$ cat config.mk
export PLATFORM = sky130hd
export DESIGN_NAME = cpx_decode_end_flat
export DESIGN_NICKNAME = d
export VERILOG_FILES = /design/src/hw/cpx_pkg.sv /design/src/hw/cpx_link_if.sv /design/src/hw/cpx_decode_end.sv /design/src/hw/cpx_hw_queue.sv /design/src/flat_wrapper.sv
export SDC_FILE = /design/constraint.sdc
export NUM_CORES = 1
export LEC_CHECK = 0
export ABC_AREA = 1
export BUFFER_PORTS_ARGS = -buffer_cell sky130_fd_sc_hd__buf_2
export CAP_MARGIN = 20
export CORE_ASPECT_RATIO = 2
export CORE_UTILIZATION = 40
export DETAILED_ROUTE_END_ITERATION = 6
export MAX_ROUTING_LAYER = met4
export PLACE_DENSITY_LB_ADDON = 0.3
export SLEW_MARGIN = 20
export SYNTH_ARGS = -nofsm -noshare
export SYNTH_HDL_FRONTEND = slang
export SYNTH_SLANG_ARGS = --single-unit
$ cat constraint.sdc
create_clock -name clk -period 2.9 [get_ports clk]
set_clock_uncertainty 0.15 [all_clocks]
set_input_delay 0.145 -clock clk [delete_from_list [all_inputs] [get_ports clk]]
set_output_delay 0.145 -clock clk [all_outputs]
set_load 0.01 [all_outputs]
$ cat src/hw/cpx_pkg.sv
// shared constants, entry layout and decode helpers for the compact isa path
package cpx_pkg;

  // ==========================================================================
  // widths
  localparam int HW_W = 16;
  localparam int PC_W = 64;
  localparam int ENTRY_W = PC_W + HW_W;
  localparam logic [1:0] Q_DEPTH = 2'h2;
  localparam logic [PC_W-1:0] PC_RESET = 64'h0000_0000_0000_0000;

  // ==========================================================================
  // major opcodes, halfword bits 15:11
  localparam logic [4:0] OP_ADDIUPC = 5'h01;
  localparam logic [4:0] OP_B = 5'h02;
  localparam logic [4:0] OP_JAL = 5'h03;
  localparam logic [4:0] OP_BEQZ = 5'h04;
  localparam logic [4:0] OP_BNEZ = 5'h05;
  localparam logic [4:0] OP_SHIFT = 5'h06;
  localparam logic [4:0] OP_LD = 5'h07;
  localparam logic [4:0] OP_RRIA = 5'h08;
  localparam logic [4:0] OP_I8 = 5'h0C;
  localparam logic [4:0] OP_LWSP = 5'h12;
  localparam logic [4:0] OP_LW = 5'h13;
  localparam logic [4:0] OP_LWPC = 5'h16;
  localparam logic [4:0] OP_RR = 5'h1D;
  localparam logic [4:0] OP_EXTEND = 5'h1E;
  localparam logic [4:0] OP_I64 = 5'h1F;

  // ==========================================================================
  // minor codes
  localparam logic [4:0] RR_JALR = 5'h00;
  localparam logic [4:0] RR_DSRL = 5'h08;
  localparam logic [4:0] RR_MFUP = 5'h10;
  localparam logic [4:0] RR_MFLO = 5'h12;
  localparam logic [4:0] RR_DSRA = 5'h13;
  localparam logic [1:0] RR_MD_GROUP = 2'h3;
  localparam logic [1:0] SH_DSLL = 2'h1;
  localparam logic [1:0] I8_BR_GROUP = 2'h0;
  localparam logic [2:0] I64_LDSP = 3'h0;
  localparam logic [2:0] I64_LDPC = 3'h4;
  localparam logic [2:0] I64_DADDIUPC = 3'h6;

  // ==========================================================================
  // timing counts
  localparam logic [5:0] SHIFT_ZERO_COUNT = 6'h08;
  localparam logic [1:0] MD_HANDOFF = 2'h3;
  localparam logic [1:0] MD_READ_GAP = 2'h2;
  localparam logic [PC_W-1:0] HW_BYTES = 64'h0000_0000_0000_0002;

  typedef struct packed {
    logic [PC_W-1:0] pc;
    logic [HW_W-1:0] hw;
  } cpx_entry_s;

  // ==========================================================================
  // decode helpers
  function automatic logic isBranch(input logic [15:0] hw);
    return hw[15:11] == OP_B || hw[15:11] == OP_BEQZ ||
      hw[15:11] == OP_BNEZ ||
      (hw[15:11] == OP_I8 && hw[10:9] == I8_BR_GROUP);
  endfunction : isBranch

  function automatic logic isRegJump(input logic [15:0] hw);
    return hw[15:11] == OP_RR && hw[4:0] == RR_JALR;
  endfunction : isRegJump

  function automatic logic isLoad(input logic [15:0] hw);
    return hw[15:11] == OP_LD || hw[15:14] == 2'h2 ||
      (hw[15:11] == OP_I64 && (hw[10:8] == I64_LDSP || hw[10:8] == I64_LDPC));
  endfunction : isLoad

  function automatic logic [2:0] loadDest(input logic [15:0] hw);
    return (hw[15:11] == OP_LWSP || hw[15:11] == OP_LWPC) ? hw[10:8] : hw[7:5];
  endfunction : loadDest

  function automatic logic isPcRel(input logic [15:0] hw);
    return hw[15:11] == OP_ADDIUPC || hw[15:11] == OP_LWPC ||
      (hw[15:11] == OP_I64 &&
       (hw[10:8] == I64_LDPC || hw[10:8] == I64_DADDIUPC));
  endfunction : isPcRel

  function automatic logic isMdRead(input logic [15:0] hw);
    return hw[15:11] == OP_RR && (hw[4:0] == RR_MFUP || hw[4:0] == RR_MFLO);
  endfunction : isMdRead

  function automatic logic isMdWrite(input logic [15:0] hw);
    return hw[15:11] == OP_RR && hw[4:3] == RR_MD_GROUP;
  endfunction : isMdWrite

endpackage : cpx_pkg

$ cat src/hw/cpx_link_if.sv
// link between the halfword decoder and the fetch/execute side
interface cpx_link_if
  import cpx_pkg::*;
  ();
  // halfword stream, fetch to decoder
  logic hwValid;
  logic hwReady;
  logic [HW_W-1:0] hwData;
  logic [PC_W-1:0] hwPc;
  // issued operation, decoder to execute
  logic opValid;
  logic [HW_W-1:0] opHw;
  logic [HW_W-1:0] opPairHw;
  logic [PC_W-1:0] opPc;
  logic [PC_W-1:0] opBasePc;
  logic [15:0] opImm;
  logic [5:0] opShamt;
  logic opExt;
  logic opInSlot;
  logic opIsBranch;
  logic opIsJump;
  // resolution and status, execute to decoder
  logic brDone;
  logic brTaken;
  logic redirect;
  logic mdBusy;

  modport dec (
    input hwValid, hwData, hwPc, brDone, brTaken, redirect, mdBusy,
    output hwReady, opValid, opHw, opPairHw, opPc, opBasePc, opImm,
    output opShamt, opExt, opInSlot, opIsBranch, opIsJump
  );
  modport exe (
    output hwValid, hwData, hwPc, brDone, brTaken, redirect, mdBusy,
    input hwReady, opValid, opHw, opPairHw, opPc, opBasePc, opImm,
    input opShamt, opExt, opInSlot, opIsBranch, opIsJump
  );
endinterface : cpx_link_if

$ cat src/hw/cpx_decode_end.sv
// halfword decoder: prefix pairing, immediates, base pc and issue interlocks
module cpx_decode_end
  import cpx_pkg::*;
  (
  // clock and reset
  input wire logic clk,
  input wire logic sys_rst,
  // link
  cpx_link_if.dec link,
  // status
  output logic interlockStall,
  output logic pairPending
);
  typedef enum logic [1:0] {
    PH_RUN,
    PH_SLOT,
    PH_WAIT_REDIR,
    PH_WAIT_BR
  } cpx_phase_e;

  typedef struct packed {
    cpx_phase_e phase;
    logic pairValid;
    logic pairIsCall;
    logic [HW_W-1:0] pairHw;
    logic [PC_W-1:0] pairPc;
    logic [PC_W-1:0] slotBase;
    logic loadValid;
    logic [2:0] loadReg;
    logic [1:0] mdGuard;
    logic opValid;
    logic [HW_W-1:0] opHw;
    logic [HW_W-1:0] opPairHw;
    logic [PC_W-1:0] opPc;
    logic [PC_W-1:0] opBasePc;
    logic [15:0] opImm;
    logic [5:0] opShamt;
    logic opExt;
    logic opInSlot;
    logic opIsBranch;
    logic opIsJump;
    logic stall;
  } cpx_dec_s;

  cpx_dec_s st_reg;
  cpx_dec_s st_next;
  logic qValid;
  cpx_entry_s qData;
  logic qPop;
  logic qFlush;
  logic [15:0] hw;
  logic ext;
  logic jumpNow;

  // ==========================================================================
  // immediate and shift count shaping
  function automatic logic [15:0] immOf(input logic [15:0] h,
                                        input logic e,
                                        input logic [10:0] p);
    logic [15:0] r;
    r = {8'h00, h[7:0]};
    if (e) begin
      if (h[15:11] == OP_RRIA) begin
        r = {p[3], p[3:0], p[10:4], h[3:0]};
      end else begin
        r = {p[4:0], p[10:5], h[4:0]};
      end
    end else if (h[15:11] == OP_RRIA) begin
      r = {{12{h[3]}}, h[3:0]};
    end else if (h[15:11] == OP_LW) begin
      r = {9'h000, h[4:0], 2'h0};
    end
    return r;
  endfunction : immOf

  function automatic logic [5:0] shamtOf(input logic [15:0] h,
                                         input logic e,
                                         input logic [10:0] p);
    logic [5:0] r;
    logic [2:0] c;
    r = 6'h00;
    c = (h[15:11] == OP_SHIFT) ? h[4:2] : h[10:8];
    if (h[15:11] == OP_SHIFT ||
        (h[15:11] == OP_RR && (h[4:0] == RR_DSRL || h[4:0] == RR_DSRA))) begin
      if (!e) begin
        r = (c == 3'h0) ? SHIFT_ZERO_COUNT : {3'h0, c};
      end else if (h[15:11] == OP_SHIFT && h[1:0] != SH_DSLL) begin
        r = {1'b0, p[10:6]};
      end else begin
        r = {p[5], p[10:6]};
      end
    end
    return r;
  endfunction : shamtOf

  // ==========================================================================
  // input queue
  cpx_hw_queue u_queue (
    .clk(clk),
    .sys_rst(sys_rst),
    .flush(qFlush),
    .inValid(link.hwValid),
    .inData({link.hwPc, link.hwData}),
    .inReady(link.hwReady),
    .outValid(qValid),
    .outData(qData),
    .outReady(qPop)
  );

  // ==========================================================================
  // issue logic
  always_comb begin
    st_next = st_reg;
    st_next.opValid = 1'b0;
    st_next.stall = 1'b0;
    st_next.loadValid = 1'b0;
    st_next.mdGuard = (st_reg.mdGuard != 2'h0) ?
      st_reg.mdGuard - 2'h1 : 2'h0;
    qPop = 1'b0;
    qFlush = 1'b0;
    hw = qData.hw;
    ext = st_reg.pairValid && !st_reg.pairIsCall;
    jumpNow = 1'b0;
    if (st_reg.phase == PH_WAIT_BR) begin
      if (link.brDone) begin
        st_next.phase = PH_RUN;
        if (link.brTaken) begin
          // drop whatever followed the branch, whole pairs included
          qFlush = 1'b1;
          st_next.pairValid = 1'b0;
          st_next.pairIsCall = 1'b0;
        end
      end
    end else if (st_reg.phase == PH_WAIT_REDIR) begin
      if (link.redirect) begin
        st_next.phase = PH_RUN;
        qFlush = 1'b1;
        st_next.pairValid = 1'b0;
        st_next.pairIsCall = 1'b0;
      end
    end else if (qValid) begin
      if (st_reg.loadValid && hw[15:11] != OP_EXTEND && !st_reg.pairIsCall &&
          (hw[10:8] == st_reg.loadReg || hw[7:5] == st_reg.loadReg)) begin
        // conservative match on both register fields; costs a stray bubble
        st_next.stall = 1'b1;
      end else if (isMdRead(hw) &&
                   (link.mdBusy || st_reg.mdGuard != 2'h0)) begin
        st_next.stall = 1'b1;
      end else begin
        qPop = 1'b1;
        if (!st_reg.pairValid && hw[15:11] == OP_EXTEND) begin
          // hold the prefix; pairing is by order, not by word alignment
          st_next.pairValid = 1'b1;
          st_next.pairIsCall = 1'b0;
          st_next.pairHw = hw;
          st_next.pairPc = qData.pc;
        end else if (!st_reg.pairValid && hw[15:11] == OP_JAL) begin
          st_next.pairValid = 1'b1;
          st_next.pairIsCall = 1'b1;
          st_next.pairHw = hw;
          st_next.pairPc = qData.pc;
        end else begin
          // a stale call mark would turn every later op into a jump
          st_next.pairValid = 1'b0;
          st_next.pairIsCall = 1'b0;
          st_next.opValid = 1'b1;
          st_next.opHw = hw;
          st_next.opPairHw = st_reg.pairValid ? st_reg.pairHw : 16'h0000;
          st_next.opPc = st_reg.pairValid ? st_reg.pairPc : qData.pc;
          st_next.opExt = ext;
          st_next.opImm = immOf(hw, ext, st_reg.pairHw[10:0]);
          st_next.opShamt = shamtOf(hw, ext, st_reg.pairHw[10:0]);
          st_next.opInSlot = st_reg.phase == PH_SLOT;
          // one base serves both address math and exception return
          if (st_reg.pairValid) begin
            st_next.opBasePc = st_reg.pairPc;
          end else if (st_reg.phase == PH_SLOT) begin
            st_next.opBasePc = st_reg.slotBase;
          end else begin
            st_next.opBasePc = qData.pc;
          end
          jumpNow = st_reg.pairIsCall || isRegJump(hw);
          st_next.opIsJump = jumpNow;
          st_next.opIsBranch = isBranch(hw) && !st_reg.pairIsCall;
          st_next.loadValid = isLoad(hw) && !st_reg.pairIsCall;
          st_next.loadReg = loadDest(hw);
          if (isMdWrite(hw)) begin
            st_next.mdGuard = MD_HANDOFF;
          end
          if (st_reg.phase == PH_SLOT) begin
            // slot done; nothing more issues until the target arrives
            st_next.phase = PH_WAIT_REDIR;
          end else if (jumpNow) begin
            st_next.phase = PH_SLOT;
            st_next.slotBase = st_reg.pairIsCall ?
              st_reg.pairPc : qData.pc;
          end else if (st_next.opIsBranch) begin
            // no branch slot: hold the follower until the outcome is known
            st_next.phase = PH_WAIT_BR;
          end
        end
      end
    end
  end

  always_ff @(posedge clk) begin
    if (sys_rst) begin
      st_reg <= '0;
      st_reg.phase <= PH_RUN;
    end else begin
      st_reg <= st_next;
    end
  end

  // ==========================================================================
  // outputs
  assign link.opValid = st_reg.opValid;
  assign link.opHw = st_reg.opHw;
  assign link.opPairHw = st_reg.opPairHw;
  assign link.opPc = st_reg.opPc;
  assign link.opBasePc = st_reg.opBasePc;
  assign link.opImm = st_reg.opImm;
  assign link.opShamt = st_reg.opShamt;
  assign link.opExt = st_reg.opExt;
  assign link.opInSlot = st_reg.opInSlot;
  assign link.opIsBranch = st_reg.opIsBranch;
  assign link.opIsJump = st_reg.opIsJump;
  assign interlockStall = st_reg.stall;
  assign pairPending = st_reg.pairValid;
endmodule : cpx_decode_end

$ cat src/hw/cpx_hw_queue.sv
// two-entry halfword queue with registered valid, data and ready
module cpx_hw_queue
  import cpx_pkg::*;
  (
  // clock and reset
  input wire logic clk,
  input wire logic sys_rst,
  input wire logic flush,
  // filling side
  input wire logic inValid,
  input wire cpx_entry_s inData,
  output logic inReady,
  // draining side
  output logic outValid,
  output cpx_entry_s outData,
  input wire logic outReady
);
  typedef struct packed {
    cpx_entry_s [1:0] mem;
    logic [1:0] cnt;
    logic valid;
    logic ready;
  } cpx_q_s;

  cpx_q_s st_reg;
  cpx_q_s st_next;
  logic push;
  logic pop;
  logic [1:0] slot;

  // ==========================================================================
  // next state
  always_comb begin
    st_next = st_reg;
    pop = st_reg.valid && outReady;
    push = inValid && st_reg.ready;
    slot = pop ? st_reg.cnt - 2'h1 : st_reg.cnt;
    // flush wins so a stale halfword caught in flight is dropped
    if (flush) begin
      st_next.cnt = 2'h0;
    end else begin
      if (pop) begin
        st_next.mem[0] = st_reg.mem[1];
      end
      if (push) begin
        st_next.mem[slot[0]] = inData;
      end
      st_next.cnt = slot + {1'b0, push};
    end
    st_next.valid = st_next.cnt != 2'h0;
    // ready looks at the next count, so a full queue never takes a word
    st_next.ready = st_next.cnt < Q_DEPTH;
  end

  always_ff @(posedge clk) begin
    if (sys_rst) begin
      st_reg <= '0;
      st_reg.ready <= 1'b1;
    end else begin
      st_reg <= st_next;
    end
  end

  assign inReady = st_reg.ready;
  assign outValid = st_reg.valid;
  assign outData = st_reg.mem[0];
endmodule : cpx_hw_queue

$ cat src/flat_wrapper.sv
// flat-port wrapper written by rule: the top's interface ports become plain ports
module cpx_decode_end_flat import cpx_pkg::*;
  (clk, sys_rst, interlockStall, pairPending, link_hwValid, link_hwData, link_hwPc, link_brDone, link_brTaken, link_redirect, link_mdBusy, link_hwReady, link_opValid, link_opHw, link_opPairHw, link_opPc, link_opBasePc, link_opImm, link_opShamt, link_opExt, link_opInSlot, link_opIsBranch, link_opIsJump);
  cpx_link_if link_i ();
  input wire logic clk;
  input wire logic sys_rst;
  output logic interlockStall;
  output logic pairPending;
  input wire logic [$bits(link_i.hwValid)-1:0] link_hwValid;
  input wire logic [$bits(link_i.hwData)-1:0] link_hwData;
  input wire logic [$bits(link_i.hwPc)-1:0] link_hwPc;
  input wire logic [$bits(link_i.brDone)-1:0] link_brDone;
  input wire logic [$bits(link_i.brTaken)-1:0] link_brTaken;
  input wire logic [$bits(link_i.redirect)-1:0] link_redirect;
  input wire logic [$bits(link_i.mdBusy)-1:0] link_mdBusy;
  output wire logic [$bits(link_i.hwReady)-1:0] link_hwReady;
  output wire logic [$bits(link_i.opValid)-1:0] link_opValid;
  output wire logic [$bits(link_i.opHw)-1:0] link_opHw;
  output wire logic [$bits(link_i.opPairHw)-1:0] link_opPairHw;
  output wire logic [$bits(link_i.opPc)-1:0] link_opPc;
  output wire logic [$bits(link_i.opBasePc)-1:0] link_opBasePc;
  output wire logic [$bits(link_i.opImm)-1:0] link_opImm;
  output wire logic [$bits(link_i.opShamt)-1:0] link_opShamt;
  output wire logic [$bits(link_i.opExt)-1:0] link_opExt;
  output wire logic [$bits(link_i.opInSlot)-1:0] link_opInSlot;
  output wire logic [$bits(link_i.opIsBranch)-1:0] link_opIsBranch;
  output wire logic [$bits(link_i.opIsJump)-1:0] link_opIsJump;
  assign link_i.hwValid = link_hwValid;
  assign link_i.hwData = link_hwData;
  assign link_i.hwPc = link_hwPc;
  assign link_i.brDone = link_brDone;
  assign link_i.brTaken = link_brTaken;
  assign link_i.redirect = link_redirect;
  assign link_i.mdBusy = link_mdBusy;
  assign link_hwReady = link_i.hwReady;
  assign link_opValid = link_i.opValid;
  assign link_opHw = link_i.opHw;
  assign link_opPairHw = link_i.opPairHw;
  assign link_opPc = link_i.opPc;
  assign link_opBasePc = link_i.opBasePc;
  assign link_opImm = link_i.opImm;
  assign link_opShamt = link_i.opShamt;
  assign link_opExt = link_i.opExt;
  assign link_opInSlot = link_i.opInSlot;
  assign link_opIsBranch = link_i.opIsBranch;
  assign link_opIsJump = link_i.opIsJump;
  cpx_decode_end u_core (.clk(clk), .sys_rst(sys_rst), .link(link_i), .interlockStall(interlockStall), .pairPending(pairPending));
endmodule
==> results.md, run 1 <==
Status:
- The run finished with clean final reports.

Yosys:
- The largest area contributor in the netlist is dfxtp_1.
- The cell with the most instances after synthesis is nand2_1.
- In this run, synthesis produced a sequential element count of between 500 and 600.
- The mean instance size in the synthesized netlist is ~7.3 um2.
- The synthesized design contains 0 enable-type register cells.
- By area the synthesized netlist is led by dfxtp_1 43%, nand2_1 10%, o21ai_0 9.9%, a21oi_1 7.0%, buf_4 5.9%.
- The post-synthesis instance area is between 20000 and 25000 um2.
- By count the netlist is led by 646 x nand2_1, 506 x dfxtp_1, 468 x o21ai_0.
- Of the post-synthesis cell area, the dominant cell type holds 0.427.
- The share of the Yosys chip area taken by registers is 0.427.
- The count of yosys warnings during synthesis is 0.
- Of all flip-flops after synthesis, the portion carrying an async set or reset was 0.
- The dominant register cell in the synthesized netlist is dfxtp_1.
- The synthesized instance count is ~3200.
- The net count after synthesis is around 3300.
- The count of different cell masters after synthesis is around 40.

Critical path:
- The startpoint type of the worst setup path is a flop.
- The type of element capturing the critical path is a flop.
- The path type of the worst setup path is reg2reg.
- The reg2reg setup slack is about 0.25 ns.
- The maximum fanout encountered on the critical timing path is around 120.
- Data on the critical path is required at its endpoint by 3.25 ns.
- The arrival time of the worst setup path is ~3 ns.

Place:
- The sum of net half-perimeters after detailed placement is roughly 46000 um.
- The number of buffers inserted by port buffering is ~280.
- The last weighted congestion value of the routability-driven placer is slightly below 0.9.
- The worst slack at placement is about 0.26 ns.

Clocking:
- After clock tree synthesis, the clock-pin slew on the worst setup and hold paths is about 0.07 ns.
- In this run the deepest clock path goes through 3 buffers.
- The total clock sinks is approximately 510.
- For the worst-skew pair, the clock arrives at the later sink with an insertion delay of about 0.60 ns.
- The clock tree from TritonCTS is yes.
- TritonCTS created 48 clock buffers.
- The clock tree root driver cell is clkbuf_16.
- The H-tree generated during clock tree synthesis spans 2 levels.

Power and ir drop:
- The static leakage is between 10 and 15 nW.
- The worst-case IR drop observed on VDD is 699 uV.
- Dividing total power by cell area gives a power density of 1090 nW/um2.

GRT:
- Entering global routing, the biggest net connects ~140 pins.
- The global-route wire length before repair is between 100000 and 150000 um.
- For this run, the total global-route usage over all layers was measured as 0.242.
- The number of global-route vias before repair is ~20000.
- Summed over all layers, the global routing overflow is 0.
- The initial antenna violation count is 5.

STA:
- The tightest hold path in the finished design has a slack of between 0.02 and 0.03 ns.
- The number of max-slew violations in the final report is 0.
- Of the available clock period, the critical path in the final layout requires 0.914.
- Setup violations remaining at the end of the flow were counted as 0.
- For this run, the top clock speed supported by timing is between 0.3 and 0.4 GHz.
- The number of endpoints with negative hold slack in the final report is 0.
- The worst path setup slack after routing is between 0.2 and 0.25 ns.
- Setup repair after global routing left no endpoint under its margin.
- For the finished layout, the period the worst path requires is 2.65 ns.
- For the pin with the worst max-slew slack, the measured transition is 0.833 ns.
- The tightest slew margin relative to the limit is 0.444.
- The sum of negative setup slack is 0 ns.

Floorplan:
- For this configuration, the core starts out at a cell density of 0.407.
- 277 I/O pins were placed.
- The row count is between 100 and 150.
- The die is 346 um tall.
- From left edge to right edge, the die measures 174 um.
- The core region is ~58000 um2.
- The die area is 60400 um2.

Finish:
- Compared with the post-synthesis result, the final layout area differs by 12.5%.
- The core utilization of the finished layout is 0.458.
- The register with the most flip-flops in the layout has roughly 150 of them.
- The final layout contains around 3300 nets.
- The number of filler instances in the final layout is 5981.
- The share of cells above drive strength 1 is 0.148.

Route:
- In this run the remaining antenna-violating nets after routing total 0.
- The number of vias per cell is 5.36.
- The number of detailed-route iterations in the first pass is 5.
- The routed length per placed instance is approximately 18 um.
- For this block, the via count after detailed routing is roughly 22000.
- In the routed design, unresolved DRC markers number 0.
- For this block, the initial DRC count from the detailed router was between 1500 and 2000.
- For this block, the routed nets add up to just over 70000 um of wire.

Flow run:
- The number of max-cap violations is 0.

Hold path:
- The classification of the worst-slack hold path is in2reg.
repair_timing:
item                                    4_1_cts  5_1_grt
gates resized for setup                       0        1
hold endpoints to repair                    192        0
endpoints found under the setup margin        0        2
hold buffers                                 82        0
setup buffers                                 0        0
stage by stage:
| step | instance area [um2] | total power [mW] | cells |
|---|---|---|---|
| 3_3_place_gp | 24300 | 22.5 | 3888 |
| 5_1_grt | 26700 | 31.2 | 4060 |
| 6_report | 26700 | 29.1 | 4060 |
| 4_1_cts | 26700 | 29.3 | 4055 |
| 3_5_place_dp | 24300 | 22.6 | 3888 |
| 2_1_floorplan | 23700 | 19.7 | 3241 |
critical path, cell delays in order (launching register included):
cell and delay, ns:
dfxtp_1 0.51, inv_1 0.10, nand2_1 0.07, nand2_1 0.05, nand3_1 0.07, nand2_1 0.09
nand2_2 0.22, nand3_4 0.18, nor2_4 0.28, buf_12 0.35, o21ai_0 0.18, a31oi_1 0.17
power by group:
part	internal (mW)	leakage [nW]	switching (mW)
combinational	4.15	5.96	7.93
sequential	8.97	4.14	1.49
clock	3.68	0.794	2.87
total	16.8	10.9	12.3
metal layers:
| layer | up-vias | track usage | wire length, um |
|---|---|---|---|
| met5 | - | - | 0 |
| met4 | 0 | 0.0730 | 1820 |
| met3 | 106 | 0.0255 | 3240 |
| met2 | 594 | 0.421 | 36700 |
| met1 | 10200 | 0.292 | 31000 |
| li1 | 10800 | - | - |
cells in the final DEF, fill, tap and decap left out, types with 3 or more instances in the layout:
master | Yosys | layout
buf_12 | 0 | 19
inv_4 | 1 | 5
nand4_1 | 120 | 120
nand3_1 | 162 | 161
inv_1 | 212 | 211
nand3_4 | 1 | 3
buf_4 | 188 | 47
dfxtp_1 | 506 | 504
clkbuf_8 | 0 | 10
nand2_2 | 2 | 3
a21oi_1 | 332 | 332
diode_2 | 0 | 5
o21ai_0 | 468 | 468
o211ai_2 | 30 | 30
a31oi_1 | 139 | 139
clkbuf_16 | 0 | 50
clkbuf_1 | 158 | 7
nand2_1 | 646 | 643
bufinv_16 | 0 | 3
buf_2 | 90 | 275
dlygate4sd3_1 | 0 | 82
nor2_1 | 88 | 86
o211ai_1 | 20 | 20
o31ai_1 | 16 | 16
xnor2_1 | 3 | 3
nand2_4 | 1 | 3
inv_2 | 11 | 8
clkinv_2 | 0 | 8
nor2_4 | 4 | 6
cell families (layout without fill, tap and decap cells):
kind of cell | Yosys count | after routing | synth area share
AND/OR/NAND/NOR | 1035 | 1035 | 0.189
adder cells (fa/ha/maj) | 1 | 1 | 0.000527
buffers and inverters | 683 | 735 | 0.147
other | 0 | 5 | 0
flip-flops | 506 | 506 | 0.427
AO/OA/AOI/OAI | 1012 | 1012 | 0.235
XOR/XNOR | 4 | 4 | 0.00148
area by class of cell:
type                            instances  area, um2  share of cell area
Timing Repair Buffer                  425       2950               0.111
Tap cell                              762        953              0.0357
Clock inverter                         18        191             0.00717
Sequential cell                       506      10100               0.380
Inverter                              225        865              0.0324
Clock buffer                           67       1420              0.0530
Antenna cell                            5       12.5            0.000469
Multi-Input combinational cell       2052      10200               0.381
final timing paths:
path | depth (start not counted) | startpoint | to
worst max-delay path | 11 | u_core.u_queue.outData[5] | u_core.link.opBasePc[37]
worst min-delay path | 6 | link_brTaken | u_core.u_queue.outData[37]
worst min register to register | 2 | u_core.u_queue.st_reg[111] | u_core.u_queue.st_reg[111]
worst max register to register | 11 | u_core.u_queue.outData[5] | u_core.link.opBasePc[37]
No activity file was read; power rests on OpenSTA's default activity.
==> run 2: changes to the inputs <==
==> constraint.sdc (replaced) <==
create_clock -name clk -period 2.2 [get_ports clk]
set_clock_uncertainty 0.15 [all_clocks]
set_input_delay 0.11 -clock clk [delete_from_list [all_inputs] [get_ports clk]]
set_output_delay 0.11 -clock clk [all_outputs]
set_load 0.01 [all_outputs]
==> run 2 against run 1 <==
Against the previous run:
- clock-buffer cell count grew 5
- setup slack lost 0.24 ns
- sequential power grew 32%
- clock power grew 23%
- final area grew 7.2%
- global-route usage grew 0.64 points
- die area is the same
- combinational power grew 68%
- critical path depth grew 2
- flip-flop and latch count is the same
- first-iteration DRC count is essentially flat
- largest power group unchanged
==> results.md, run 2 (same netlist as run 1, synthesis figures left out) <==
STA:
- The tightest slew margin relative to the limit is 0.485.
- Setup repair after global routing could not meet its margin everywhere.
- The final setup violation count is 0.
- The worst-case hold slack is approximately 0.14 ns.
- Dividing the final minimum period by the clock period gives 0.996.
- The number of max-slew violations in the final report was 0.
- Timing would allow up to approximately 0.46 GHz.
- The clock period could shrink to roughly 2.2 ns.
- At the pin with the least slew margin, the transition time is approximately 0.77 ns.
- The number of endpoints with negative hold slack in the final report was 0.

Route:
- Using the TritonRoute via totals, the vias-per-cell ratio works out to between 5 and 6.
- The routed via count is between 20000 and 25000.
- The routed wire length is approximately 79000 um.
- After detailed routing, the average wire length per cell comes to between 15 and 20 um.
- The first routing iteration left between 1500 and 2000 violations.
- The number of detailed-route iterations in the first pass is 5.
- The post-route DRC violation count is 0.
- The remaining number of nets flagged by the antenna check after routing is 0.

Critical path:
- The path type of the worst setup path is reg2reg.
- At the worst endpoint, the required time is roughly 2.5 ns.
- The arrival time of the worst setup path is 2.49 ns.
- Of all nets on the critical path, the largest fanout is 7.
- The startpoint type of the worst setup path is a flop.
- The worst setup path is captured at a flop.

Floorplan:
- The core region is 58300 um2.
- The die covers between 60000 and 70000 um2.
- The initial core utilization is 0.407.
- The floorplan has ~130 rows.
- The die height is about 350 um.
- From left edge to right edge, the die measures roughly 170 um.
- The number of I/O pins is 277.

Power and ir drop:
- Dividing total power by cell area gives a power density of 1480 nW/um2.
- The worst-case vdd ir drop is 853 uV.
- For this design the static power due to leakage is around 12 nW.
- The power consumption is around 42 mW.

Finish:
- The finished cells cover ~29000 um2.
- At the end of the flow the core is filled with cells to 0.491.
- The area added between synthesis and finish is 20.7%.
- The net count of the finished layout is 3468.
- The commonest non-fill, non-tap cell in the layout is nand2_1.
- The share of cells above drive strength 1 is 0.197.
- The register with the most flip-flops in the layout has around 150 of them.
- The count of non-filler cells in the finished layout is approximately 4200.
- The library cells used most frequently in the layout, excluding fill and tap cells, are 635 x nand2_1, 492 x dfxtp_1, 336 x o21ai_0, 329 x a21oi_1, 275 x buf_2.

Clocking:
- The worst-case clock buffer depth is 3.
- The clock net in this run drives a total of 506 sinks.
- TritonCTS built the clock tree.
- Clock-pin slew was measured on the worst setup and hold paths at 0.06 ns.
- The clock reaches the later pin of the worst-skew pair after a little under 0.6 ns.
- In this run the clock root is driven by a clkbuf_16.
- The number of buffers inserted during clock tree synthesis is between 40 and 50.
- The H-tree was split into 2 levels.

Hold path:
- The classification of the worst-slack hold path is in2reg.

Flow run:
- Max-cap violations in this run came to 0.

Place:
- The number of buffers inserted by port buffering is around 280.
- The last weighted congestion value of the routability-driven placer is ~0.84.
- The HPWL after detailed placement is 48000 um.
- In this run the cell area measured after placement is 25100 um2.
- The total instance count after detailed placement is a little under 4000.

GRT:
- The total track usage is 0.249.
- The pin count of the biggest net entering global routing is 129.
- The initial antenna violation count came to 10.
- Summed over all layers, the global routing overflow is 0.
- The number of global-route vias before repair is 20700.
- The global-route wire length before repair is 117000 um.

Status:
- The flow ran to the end, and the final reports show no timing, DRC or antenna violations.
## run 2: changes by cell type in the layout (fill, tap and decap cells not counted), moves of 15 or more
cell,delta
buf_4,+68
buf_12,+19
o21ai_0,-132
o21ai_1,+106
o21ai_2,+26
clkbuf_16,+15
## run 2: path summary, 6_finish.rpt
path | cells past startpoint | slack [ns] | from | endpoint
worst max register to register | 13 | 0.008 | u_core.u_queue.outData[12] | u_core.link.opBasePc[5]
worst min-delay path | 5 | 0.14 | link_redirect | u_core.st_reg[338]
worst max-delay path | 13 | 0.008 | u_core.u_queue.outData[12] | u_core.link.opBasePc[5]
worst min register to register | 2 | 0.31 | u_core.st_reg[337] | u_core.st_reg[337]
## run 2: power breakdown
part | internal, mW | switching, mW
combinational | 8.24 | 12.1
sequential | 11.8 | 2.06
clock | 4.38 | 3.67
## run 2: final cells by class
type / count / area, um2
Sequential cell: 506 / 10200
Tap cell: 762 / 953
Timing Repair Buffer: 549 / 4620
Multi-Input combinational cell: 2052 / 10600
Inverter: 225 / 876
Antenna cell: 10 / 25.0
Fill cell: 5776 / 29700
Clock buffer: 72 / 1360
Clock inverter: 10 / 85.1
## run 2: per-stage QoR
stage | setup TNS, ns | setup slack (ns)
final | 0 | 0.00827
after global routing | -6.16 | -0.0901
after CTS | 0 | 0.00728
after detailed placement | -1.58 | -0.0570
after global placement | -0.145 | -0.0283
after floorplan | -0.0175 | -0.0175
## run 2: routing by layer
layer  part of all wire  routed length, um  GRT usage
met5                  0                  0          -
met4              0.038               3000     0.0976
met2               0.50              39400      0.421
met3              0.049               3840     0.0291
met1               0.42              32800      0.298
## run 2: critical path, stage by stage (launching register included)
cell	delay [ns]
dfxtp_2	0.35
inv_4	0.05
nor2_4	0.08
inv_2	0.06
nor2_4	0.14
nor2_4	0.06
nand2_4	0.09
nand3_4	0.17
nor2_4	0.18
buf_12	0.15
buf_16	0.16
buf_8	0.14
clkbuf_16	0.18
a31oi_4	0.08
## run 2: repair_timing
item | in CTS | in global routing
endpoints found under the hold margin | 175 | 0
cloned | 1 | 22
setup endpoints to repair | 205 | 446
resized for setup | 5 | 242
setup buffers | 5 | 15
pin swaps | 5 | 19
hold buffers | 84 | 0
